`config.mk`:
```
export PLATFORM = sky130hd
export DESIGN_NAME = tesr_regs
export DESIGN_NICKNAME = d
export VERILOG_FILES = /design/src/tesr_pkg.sv /design/src/tesr_regs.sv
export SDC_FILE = /design/constraint.sdc
export NUM_CORES = 1
export LEC_CHECK = 0
export BUFFER_PORTS_ARGS = -buffer_cell sky130_fd_sc_hd__buf_2
export CORE_AREA = 2 2 195 197
export CTS_CLUSTER_DIAMETER = 100
export DETAILED_ROUTE_END_ITERATION = 10
export DIE_AREA = 0 0 197 199
export PLACE_DENSITY = 0.69
export REMOVE_ABC_BUFFERS = 1
export SLEW_MARGIN = 25
export SYNTH_ARGS = -nofsm -noshare
export SYNTH_HDL_FRONTEND = slang
export SYNTH_SLANG_ARGS = --single-unit
```
`constraint.sdc`:
```
create_clock -name clock -period 2.6 [get_ports clock]
set_input_delay 0.26 -clock clock [delete_from_list [all_inputs] [get_ports clock]]
set_output_delay 0.26 -clock clock [all_outputs]
set_load 0.01 [all_outputs]
```
`src/tesr_pkg.sv`:
```
// package for the tlb entry staging register group
package tesr_pkg;
    // ****************************************
    // register selectors (coprocessor numbering)
    // ****************************************
    localparam logic [4:0] REG_EVEN_ENTRY = 5'h02;
    localparam logic [4:0] REG_ODD_ENTRY = 5'h03;
    localparam logic [4:0] REG_PTE_PTR = 5'h04;
    localparam logic [4:0] REG_PAGE_SIZE = 5'h05;
    localparam logic [2:0] SEL_PTE_PTR = 3'h0;
    localparam logic [2:0] SEL_SCRATCH = 3'h2;
    localparam logic [2:0] SEL_PAGE_SIZE = 3'h0;
    localparam logic [2:0] SEL_ZERO = 3'h0;
    localparam logic [4:0] USER_LOCAL_HW_INDEX = 5'h1d;
    // ****************************************
    // entry register fields
    // ****************************************
    localparam int ENT_READ_INH = 31;
    localparam int ENT_EXEC_INH = 30;
    localparam int ENT_PFN_HI = 25;
    localparam int ENT_PFN_LO = 6;
    localparam int ENT_WRITE_EN = 2;
    localparam int ENT_VALID = 1;
    localparam int ENT_GLOBAL = 0;
    localparam logic [31:0] ENT_RW_MASK = 32'h03ff_ffff;
    // ****************************************
    // pointer register fields
    // ****************************************
    localparam logic [31:0] PTE_BASE_MASK = 32'hff80_0000;
    localparam int PTE_MISS_HI = 22;
    localparam int PTE_MISS_LO = 4;
    // ****************************************
    // page size register fields
    // ****************************************
    localparam logic [31:0] PSZ_MASK_FIELD = 32'h1fff_e000;
    localparam logic [31:0] PSZ_EXT_FIELD = 32'h0000_1800;
    localparam logic [1:0] PSZ_EXT_DISABLED = 2'h3;
    localparam int PSZ_EXT_LO = 11;
    // ****************************************
    // granularity bits, hw gate bit
    // ****************************************
    localparam int GRAN_READ_INH_EN = 31;
    localparam int GRAN_EXEC_INH_EN = 30;
    localparam int GRAN_TINY_PAGE_EN = 28;
    localparam int GATE_USER_LOCAL = 29;
    // ****************************************
    // coherency codes
    // ****************************************
    localparam logic [2:0] COH_WT_NOALLOC = 3'h0;
    localparam logic [2:0] COH_WT_ALLOC = 3'h1;
    localparam logic [2:0] COH_UNCACHED = 3'h2;
    localparam logic [2:0] COH_WB_ALLOC = 3'h3;
    localparam logic [2:0] COH_UNCACHED_ALIAS = 3'h7;

    // one tlb entry half as seen by the array
    typedef struct packed {
        logic [19:0] page_frame_number;
        logic [2:0] coherency;
        logic write_en;
        logic valid;
        logic read_inh;
        logic exec_inh;
    } tesr_half_t;

    // entry data moving to or from the array
    typedef struct packed {
        tesr_half_t even;
        tesr_half_t odd;
        logic global_bit;
        logic [17:0] mask;
    } tesr_entry_t;

    // access checked against a matched page half
    typedef struct packed {
        logic fetch;
        logic load;
        logic store;
    } tesr_access_t;
endpackage : tesr_pkg

```
`src/tesr_regs.sv`:
```
// tlb entry staging registers: entry pair, pointer, scratch, page size
`timescale 1ns/100ps

module tesr_regs #(
    parameter bit TINY_PAGE_CAPABLE = 1'b1
) (
    input wire logic clock,
    input wire logic srst,
    // coprocessor register moves
    input wire logic mtc_en,
    input wire logic [4:0] mtc_reg,
    input wire logic [2:0] mtc_sel,
    input wire logic [31:0] mtc_data,
    input wire logic [4:0] mfc_reg,
    input wire logic [2:0] mfc_sel,
    output logic [31:0] mfc_data,
    // unprivileged hardware register read
    input wire logic [4:0] hw_rd_index,
    input wire logic [31:0] hw_reg_access_gate,
    output logic hw_rd_ok,
    output logic [31:0] hw_rd_data,
    // granularity control from outside
    input wire logic [31:0] page_granularity_reg,
    // tlb instructions and array
    input wire logic tlb_read_instr,
    input wire tesr_pkg::tesr_entry_t tlb_rd_entry,
    input wire logic tlb_indexed_write,
    input wire logic tlb_random_write,
    output logic tlb_wr_en,
    output tesr_pkg::tesr_entry_t tlb_wr_entry,
    // tlb miss capture
    input wire logic tlb_fault,
    input wire logic [31:0] fault_vaddr,
    // page check for a matched entry half
    input wire tesr_pkg::tesr_half_t chk_half,
    input wire tesr_pkg::tesr_access_t chk_access,
    input wire logic chk_global,
    input wire logic [7:0] chk_entry_asid,
    input wire logic [7:0] chk_cur_asid,
    input wire logic [31:0] chk_vaddr,
    output logic chk_asid_match,
    output logic chk_invalid_fault,
    output logic chk_modified_fault,
    output logic [31:0] chk_paddr,
    output logic [2:0] chk_cache_policy,
    // mask for array matching
    output logic [17:0] match_ignore_ext
);
    // ****************************************
    // helpers
    // ****************************************
    function automatic logic [31:0] tesr_half_to_word(input tesr_pkg::tesr_half_t h,
                                                      input logic g);
        tesr_half_to_word = {h.read_inh, h.exec_inh, 4'h0, h.page_frame_number, h.coherency,
                             h.write_en, h.valid, g};
    endfunction : tesr_half_to_word

    function automatic tesr_pkg::tesr_half_t tesr_word_to_half(input logic [31:0] w);
        tesr_pkg::tesr_half_t h;
        h.page_frame_number = w[tesr_pkg::ENT_PFN_HI:tesr_pkg::ENT_PFN_LO];
        h.coherency = w[5:3];
        h.write_en = w[tesr_pkg::ENT_WRITE_EN];
        h.valid = w[tesr_pkg::ENT_VALID];
        h.read_inh = w[tesr_pkg::ENT_READ_INH];
        h.exec_inh = w[tesr_pkg::ENT_EXEC_INH];
        tesr_word_to_half = h;
    endfunction : tesr_word_to_half

    // writable bits of an entry word, inhibit bits only when enabled
    function automatic logic [31:0] tesr_entry_wmask(input logic ri_en, input logic xi_en);
        tesr_entry_wmask = tesr_pkg::ENT_RW_MASK;
        tesr_entry_wmask[tesr_pkg::ENT_READ_INH] = ri_en;
        tesr_entry_wmask[tesr_pkg::ENT_EXEC_INH] = xi_en;
    endfunction : tesr_entry_wmask

    logic read_inhibit_enable;
    logic exec_inhibit_enable;
    logic tiny_page_enable;
    assign read_inhibit_enable = page_granularity_reg[tesr_pkg::GRAN_READ_INH_EN];
    assign exec_inhibit_enable = page_granularity_reg[tesr_pkg::GRAN_EXEC_INH_EN];
    assign tiny_page_enable = TINY_PAGE_CAPABLE
        & page_granularity_reg[tesr_pkg::GRAN_TINY_PAGE_EN];

    // ****************************************
    // register state
    // ****************************************
    logic [31:0] even_page_entry_reg, even_page_entry_next;
    logic [31:0] odd_page_entry_reg, odd_page_entry_next;
    logic [8:0] table_base_field_reg, table_base_field_next;
    logic [18:0] missed_vpage_pair_reg, missed_vpage_pair_next;
    logic [31:0] thread_scratch_reg, thread_scratch_next;
    logic [15:0] page_mask_reg, page_mask_next;
    logic [1:0] page_ext_reg, page_ext_next;
    logic [31:0] mfc_data_next;
    logic hw_rd_ok_next;
    logic [31:0] hw_rd_data_next;
    logic tlb_wr_en_next;
    tesr_pkg::tesr_entry_t tlb_wr_entry_next;
    logic [31:0] page_size_reg;
    logic [31:0] pte_pointer_word;
    logic [31:0] ent_wmask;

    assign page_size_reg = {3'h0, page_mask_reg,
                            tiny_page_enable ? page_ext_reg : 2'h0, 11'h000};
    assign pte_pointer_word = {table_base_field_reg, missed_vpage_pair_reg, 4'h0};
    assign ent_wmask = tesr_entry_wmask(read_inhibit_enable, exec_inhibit_enable);

    always_comb begin
        logic wr_even;
        logic wr_odd;
        logic wr_ptr;
        logic wr_scr;
        logic wr_psz;
        wr_even = mtc_en && mtc_reg == tesr_pkg::REG_EVEN_ENTRY && mtc_sel == tesr_pkg::SEL_ZERO;
        wr_odd = mtc_en && mtc_reg == tesr_pkg::REG_ODD_ENTRY && mtc_sel == tesr_pkg::SEL_ZERO;
        wr_ptr = mtc_en && mtc_reg == tesr_pkg::REG_PTE_PTR && mtc_sel == tesr_pkg::SEL_PTE_PTR;
        wr_scr = mtc_en && mtc_reg == tesr_pkg::REG_PTE_PTR && mtc_sel == tesr_pkg::SEL_SCRATCH;
        wr_psz = mtc_en && mtc_reg == tesr_pkg::REG_PAGE_SIZE
            && mtc_sel == tesr_pkg::SEL_PAGE_SIZE;
        even_page_entry_next = even_page_entry_reg;
        odd_page_entry_next = odd_page_entry_reg;
        table_base_field_next = table_base_field_reg;
        missed_vpage_pair_next = missed_vpage_pair_reg;
        thread_scratch_next = thread_scratch_reg;
        page_mask_next = page_mask_reg;
        page_ext_next = page_ext_reg;
        // tlb read loads the entry pair and page size, register moves to them otherwise
        if (tlb_read_instr) begin
            even_page_entry_next = tesr_half_to_word(tlb_rd_entry.even,
                                                     tlb_rd_entry.global_bit);
            odd_page_entry_next = tesr_half_to_word(tlb_rd_entry.odd,
                                                    tlb_rd_entry.global_bit);
            even_page_entry_next = even_page_entry_next & ent_wmask;
            odd_page_entry_next = odd_page_entry_next & ent_wmask;
            page_mask_next = tlb_rd_entry.mask[17:2];
            if (tiny_page_enable) begin
                page_ext_next = tlb_rd_entry.mask[1:0];
            end
        end else begin
            if (wr_even) begin
                even_page_entry_next = mtc_data & ent_wmask;
            end
            if (wr_odd) begin
                odd_page_entry_next = mtc_data & ent_wmask;
            end
            if (wr_psz) begin
                page_mask_next = mtc_data[28:13];
                if (tiny_page_enable) begin
                    page_ext_next = mtc_data[12:11];
                end
            end
        end
        if (wr_ptr) begin
            table_base_field_next = mtc_data[31:23];
        end
        if (wr_scr) begin
            thread_scratch_next = mtc_data;
        end
        // hardware capture; software write never reaches this field
        if (tlb_fault) begin
            missed_vpage_pair_next = fault_vaddr[31:13];
        end
    end

    always_comb begin
        mfc_data_next = 32'h0000_0000;
        unique case (mfc_reg)
            tesr_pkg::REG_EVEN_ENTRY: begin
                if (mfc_sel == tesr_pkg::SEL_ZERO) begin
                    mfc_data_next = even_page_entry_reg;
                end
            end
            tesr_pkg::REG_ODD_ENTRY: begin
                if (mfc_sel == tesr_pkg::SEL_ZERO) begin
                    mfc_data_next = odd_page_entry_reg;
                end
            end
            tesr_pkg::REG_PTE_PTR: begin
                if (mfc_sel == tesr_pkg::SEL_PTE_PTR) begin
                    mfc_data_next = pte_pointer_word;
                end else if (mfc_sel == tesr_pkg::SEL_SCRATCH) begin
                    mfc_data_next = thread_scratch_reg;
                end
            end
            tesr_pkg::REG_PAGE_SIZE: begin
                if (mfc_sel == tesr_pkg::SEL_PAGE_SIZE) begin
                    mfc_data_next = page_size_reg;
                end
            end
            default: begin
                mfc_data_next = 32'h0000_0000;
            end
        endcase
        // unprivileged read of scratch through the gate
        hw_rd_ok_next = hw_rd_index == tesr_pkg::USER_LOCAL_HW_INDEX
            && hw_reg_access_gate[tesr_pkg::GATE_USER_LOCAL];
        hw_rd_data_next = hw_rd_ok_next ? thread_scratch_reg : 32'h0000_0000;
        // tlb write image
        tlb_wr_en_next = tlb_indexed_write | tlb_random_write;
        tlb_wr_entry_next.even = tesr_word_to_half(even_page_entry_reg);
        tlb_wr_entry_next.odd = tesr_word_to_half(odd_page_entry_reg);
        tlb_wr_entry_next.global_bit = even_page_entry_reg[tesr_pkg::ENT_GLOBAL]
            & odd_page_entry_reg[tesr_pkg::ENT_GLOBAL];
        tlb_wr_entry_next.mask = {page_mask_reg,
            tiny_page_enable ? page_ext_reg : tesr_pkg::PSZ_EXT_DISABLED};
    end

    // ****************************************
    // page check for a matched half
    // ****************************************
    logic asid_match_next;
    logic invalid_next;
    logic modified_next;
    logic [31:0] paddr_next;
    logic [2:0] policy_next;
    logic [17:0] match_ext_next;

    always_comb begin
        asid_match_next = chk_global || chk_entry_asid == chk_cur_asid;
        invalid_next = (|chk_access && !chk_half.valid)
            || (chk_access.load && read_inhibit_enable && chk_half.read_inh)
            || (chk_access.fetch && exec_inhibit_enable && chk_half.exec_inh);
        modified_next = chk_access.store && chk_half.valid && !chk_half.write_en;
        if (tiny_page_enable) begin
            paddr_next = {2'h0, chk_half.page_frame_number, chk_vaddr[9:0]};
        end else begin
            paddr_next = {chk_half.page_frame_number, chk_vaddr[11:0]};
        end
        unique case (chk_half.coherency)
            tesr_pkg::COH_WT_NOALLOC: policy_next = tesr_pkg::COH_WT_NOALLOC;
            tesr_pkg::COH_WT_ALLOC: policy_next = tesr_pkg::COH_WT_ALLOC;
            tesr_pkg::COH_UNCACHED,
            tesr_pkg::COH_UNCACHED_ALIAS: policy_next = tesr_pkg::COH_UNCACHED;
            default: policy_next = tesr_pkg::COH_WB_ALLOC;
        endcase
        match_ext_next = tlb_wr_entry_next.mask;
    end

    // ****************************************
    // registers
    // ****************************************
    always_ff @(posedge clock) begin
        if (srst) begin
            even_page_entry_reg <= 32'h0000_0000;
            odd_page_entry_reg <= 32'h0000_0000;
            table_base_field_reg <= 9'h000;
            missed_vpage_pair_reg <= 19'h00000;
            thread_scratch_reg <= 32'h0000_0000;
            page_mask_reg <= 16'h0000;
            page_ext_reg <= 2'h0;
            mfc_data <= 32'h0000_0000;
            hw_rd_ok <= 1'b0;
            hw_rd_data <= 32'h0000_0000;
            tlb_wr_en <= 1'b0;
            tlb_wr_entry <= '0;
            chk_asid_match <= 1'b0;
            chk_invalid_fault <= 1'b0;
            chk_modified_fault <= 1'b0;
            chk_paddr <= 32'h0000_0000;
            chk_cache_policy <= 3'h0;
            match_ignore_ext <= 18'h00000;
        end else begin
            even_page_entry_reg <= even_page_entry_next;
            odd_page_entry_reg <= odd_page_entry_next;
            table_base_field_reg <= table_base_field_next;
            missed_vpage_pair_reg <= missed_vpage_pair_next;
            thread_scratch_reg <= thread_scratch_next;
            page_mask_reg <= page_mask_next;
            page_ext_reg <= page_ext_next;
            mfc_data <= mfc_data_next;
            hw_rd_ok <= hw_rd_ok_next;
            hw_rd_data <= hw_rd_data_next;
            tlb_wr_en <= tlb_wr_en_next;
            tlb_wr_entry <= tlb_wr_entry_next;
            chk_asid_match <= asid_match_next;
            chk_invalid_fault <= invalid_next;
            chk_modified_fault <= modified_next;
            chk_paddr <= paddr_next;
            chk_cache_policy <= policy_next;
            match_ignore_ext <= match_ext_next;
        end
    end
endmodule : tesr_regs

```
== Word level (Yosys, flattened, before mapping) ==
Cells that the tools add are included.
Operators by class
  div/mod/pow operators: 0
  add/subtract/negate cells: 0
  order comparisons: 0
  eq/ne operators: 17
  bitwise logic cells: 6
  shifts and indexed selects: 0
  multiply operators: 0
  muxes and demuxes: 20
  reductions and logical operators: 33
Operators with widths (count)
  $mux W32: 8
  $pmux W32 S4: 1
  $and A32 B32 Y32: 3
  $mux W16: 2
  $mux W30: 1
  $mux W29: 1
  $eq A5 B2 Y1 const B: 4
  $eq A5 B3 Y1 const B: 4
  $logic_and A1 B1 Y1: 17
  $mux W2: 6
  $eq A3 B2 Y1 const B: 3
  $logic_not A3 Y1: 3
  $eq A8 B8 Y1: 1
  $pmux W2 S3: 1
  $reduce_bool A2 Y1: 3
  $reduce_or A2 Y1: 3
  $eq A5 B5 Y1 const B: 1
  $ne A2 B2 Y1 const B: 2
  $eq A3 B1 Y1 const B: 1
  $eq A3 B3 Y1 const B: 1
  $logic_or A1 B1 Y1: 3
  $reduce_and A3 Y1: 1
  $reduce_or A3 Y1: 1
  $logic_not A1 Y1: 2
  other kinds (3): 3
Storage, ports and cells
  input bits: 308
  logic and storage cells: 107
  ROM bits: 0
  memory bits (writable): 0
  flip-flop bits (word level): 319
  memories: 0
  latch bits: 0
  output and inout bits: 195

== Depth between registers and ports, before layout ==
  word-level depth: 5
  depth in mapped cells: 7
  gate-level depth less buffers: 4

== Worst setup path after synthesis ==
OpenSTA, ideal clock, no wires.
  path type: input port to flip-flop
  start: input mtc_reg[4]
  end: register even_page_entry_reg[21]
  required time: 2.497 ns
  path buffers: 2
  setup time: 0.103 ns
  arrival: 1.472 ns
  cell stages on the path: 6
  setup slack: 1.024 ns
  cell sequence: nor4b_4 -> and3_1 -> buf_2 -> buf_6 -> nor3_1 -> a2111oi_2
Between the ends
  cells in the longest elaborated chain, start to end: 4
Ends and longest elaborated chain
  from (decl): line tesr_regs.sv:11  | input wire logic [4:0] mtc_reg,
  $eq A5 B2 Y1: line tesr_regs.sv:114  | wr_even = mtc_en && mtc_reg == tesr_pkg::REG_EVEN_ENTRY && mtc_sel == tesr_pkg::SEL_ZERO;
  $logic_and A1 B1 Y1 (2 in a row): line tesr_regs.sv:114
  $reduce_bool A2 Y1 (no source line)
  to (signal assigned): line tesr_regs.sv:263  | even_page_entry_reg <= even_page_entry_next;
  to (decl): line tesr_regs.sv:87  | logic [31:0] even_page_entry_reg, even_page_entry_next;
No other way between the ends.
A chain may end at the register's enable or synchronous reset.

== Worst setup path after layout ==
  start: input mtc_reg[4]
  end: register even_page_entry_reg[8]
The elaborated chain is that of the path after synthesis.

==> reports/qor.txt <==
Status -> completed
DRC Markers -> 0
CTS Buf Count -> 37
Num Clock Sinks -> 310
WL/cell -> 18.4 um
Top Ports -> 503
Crit path time final -> 2010 ps
Asr flop ratio synth -> 0%
Final WL -> 39600 um
Setup slack, reg-to-reg -> 1240 ps
Slew Limit Fails -> 0
Logic pwr share -> 9.7%
Reg with most FFs -> tlb_wr_entry
Pin count of the biggest net entering global routing -> 149
Initial Util -> 32.1%
P_int -> 8.72 mW
CP Launch Type -> input port
CP endpoint -> even_page_entry_reg[8]
Critical Path RT -> 3080 ps
Cells after Synth -> 1166
Filler Cell Count -> 3438
Vias in the first global route -> 10582
Global-route wire length before repair -> 58900 um
Worst vdd ir -> 0.000424 V
Core area -> 37100 sq um
Yosys cell types -> 45
Cts hold-fix bufs -> 114
# Post-CTS Setup Buffers -> 0
Crit Path Max Fanout -> 32
CTS Root Cell -> clkbuf_16
Worst slack at placement -> 319 ps
Psw -> 2.64 mW
Fin crit share -> 77.2%
Die X -> 197 um
Largest cells by area after synthesis -> dfxtp_1 (52%), mux2i_1 (12%), nor2b_1 (4.8%)
Arrival time at the worst endpoint -> 2480 ps
Worst-Skew Late Latency -> 530 ps
CP max-delay cell -> nor4b_4
Via density -> 4.88
Syn_area_per_cell -> 10.2 sq um
Initial antenna violation count -> 3
Setup ws final -> 593 ps
Seq/Total Area, Yosys -> 52.1%
Critical Path Source -> mtc_reg[4]
Top-area cell type share of the netlist area -> 52.1%
Area Overhead vs Synth -> 40.7%
Synth Flop Type -> dfxtp_1
Clock Skews -> 10.9 ps
DRT Pass-1 Iters -> 5
CTS tree -> done
Unrepaired setup endpoints after global routing -> no
Detailed placer's ending HPWL -> 26200 um
Sequential Power Share -> 44.2%
WP buf/inv -> 3
Placed Instances -> 1969
# rows -> 71
Sequential Area -> 6210 sq um
Layout cell share with drive strength beyond 1 -> 33.1%
Max reg flops -> 55
EDFF count, synth -> 0
Mapped Area -> 11900 sq um
Vias -> 10497
Clk pwr share -> 46.1%
Reg clk slew, reported paths -> 60 ps
Crit path max-delay family -> simple AND/OR/NAND/NOR gates
Final Non-Filler Cells -> 2151
Reg-to-reg startpoint -> even_page_entry_reg[8]
Tot GR Track Use -> 19.7%
Final Net Count -> 1956
Post_cts resized -> 0
Post-route ant nets -> 0
Sw Share -> 23.3%
Reg2Reg Depth -> 3
GP Congestion -> 0.785
Die height -> 199 um
WHS -> 19.8 ps
# Max-Cap Violations -> 0
Fmax -> 498 MHz
Slew margin rel. -> 32.6%
I/O Buffers -> 408
Final core utilization -> 45.1%
Total die area -> 39200 sq um
GR Overflow Total -> 0
Critical Path Max Stage Delay -> 580 ps
CP endpoint kind -> flop
Multi-input logic area -> 5060 sq um
Commonest cells in the synthesized netlist -> dfxtp_1 (310), mux2i_1 (138), nor2_1 (121)
Worst r2r dst -> even_page_entry_reg[8]
Worst Tran Pin Value -> 1010 ps
CP Class -> input port to flop
Most common cell in the synthesized netlist -> dfxtp_1
Setup violators final -> 0
Synthesis Warnings -> 0
Hold Crit Class -> input port to flop
H-tree lvl count -> 2
DRT iter0 DRCs -> 347
Worst path depth -> 7
FF+latch count, synth -> 310
Clock Path Buffers -> 3
CP Cell Sequence -> buf_2 -> nor4b_4 -> and3_2 -> buf_12 -> nor3_1 -> a2111oi_2 -> dlygate4sd3_1
Hold Violations, Final -> 0
LEAKAGE -> 7.92 nW
Power Density -> 678 nW/um^2
Cell taking the most area after synthesis -> dfxtp_1
cell families (layout without fill, tap and decap cells):
| family | after synthesis | after routing | share of synthesized area (%) |
|---|---|---|---|
| flip-flops | 310 | 310 | 52.1 |
| AO/OA/AOI/OAI | 149 | 149 | 11.5 |
| other | 1 | 6 | 0.0315 |
| multiplexers | 145 | 145 | 12.3 |
| XOR/XNOR | 8 | 8 | 0.589 |
| AND/OR/NAND/NOR | 405 | 405 | 17.8 |
| buffers and inverters | 148 | 654 | 5.66 |
cell usage in the layout (no fill, tap or decap), drive strengths merged, types with 5 or more instances in the layout:
cell type	n
nand3	7
o22ai	13
buf	437
xor2	8
nor2b	92
diode	5
nor2	121
dfxtp	310
o2bb2ai	8
mux2i	138
clkbuf	51
clkinv	7
a22o	17
a21oi	15
inv	39
a21o	14
a211oi	13
dlygate4sd3	114
and2	34
mux2	7
a2111oi	42
nor3	102
a22oi	17
nand2	18
o21ai	8
power by group through the flow:
stage	clock (mW)	sequential (mW)	combinational [mW]
finish	5.24	5.02	1.10
floorplan	0	5.15	0.356
detailed placement	0	5.12	0.959
global route	5.53	5.04	1.20
CTS	5.36	5.02	1.10
global placement	0	5.12	0.939
routing by layer:
layer,wire length [um],up-vias,GRT usage (%)
met1,16100,4955,23.2
met5,0,-,0
met4,1680,0,9.77
met2,19200,435,33.4
li1,-,4991,-
met3,2590,116,4.80
final cells by class:
| class | instances | share of cell area [%] |
|---|---|---|
| Sequential cell | 310 | 37.0 |
| Multi-Input combinational cell | 708 | 30.2 |
| Timing Repair Buffer | 552 | 20.9 |
| Clock buffer | 50 | 6.30 |
| Tap cell | 474 | 3.54 |
| Clock inverter | 13 | 1.06 |
| Inverter | 39 | 0.874 |
| Antenna cell | 5 | 0.0747 |
through the flow:
stage,setup TNS (ps),instance area (sq um),power [mW]
2_1_floorplan,-3380,11400,5.51
3_3_place_gp,0,14400,6.05
3_5_place_dp,0,14400,6.08
4_1_cts,0,16700,11.5
5_1_grt,0,16700,11.8
6_report,0,16800,11.4
tightest hold or removal path: cells and delay by family:
kind / cells / cell delay [ps]
simple gates: 1 / 80
buf+inv: 1 / 100
compound gates: 1 / 70
worst min-delay path by stage:
stage                            start                   to  slack (ps)  cells past startpoint
after global routing      chk_half[25]        chk_paddr[30]           8                      2
final                      chk_half[6]  chk_cache_policy[0]          20                      3
after CTS                 chk_half[25]        chk_paddr[30]         0.7                      2
after global placement     chk_half[3]   chk_modified_fault         420                      2
after floorplan                   srst     tlb_wr_entry[63]         330                      1
after detailed placement   chk_half[3]   chk_modified_fault         430                      2
(Power assumes the default switching activity.)
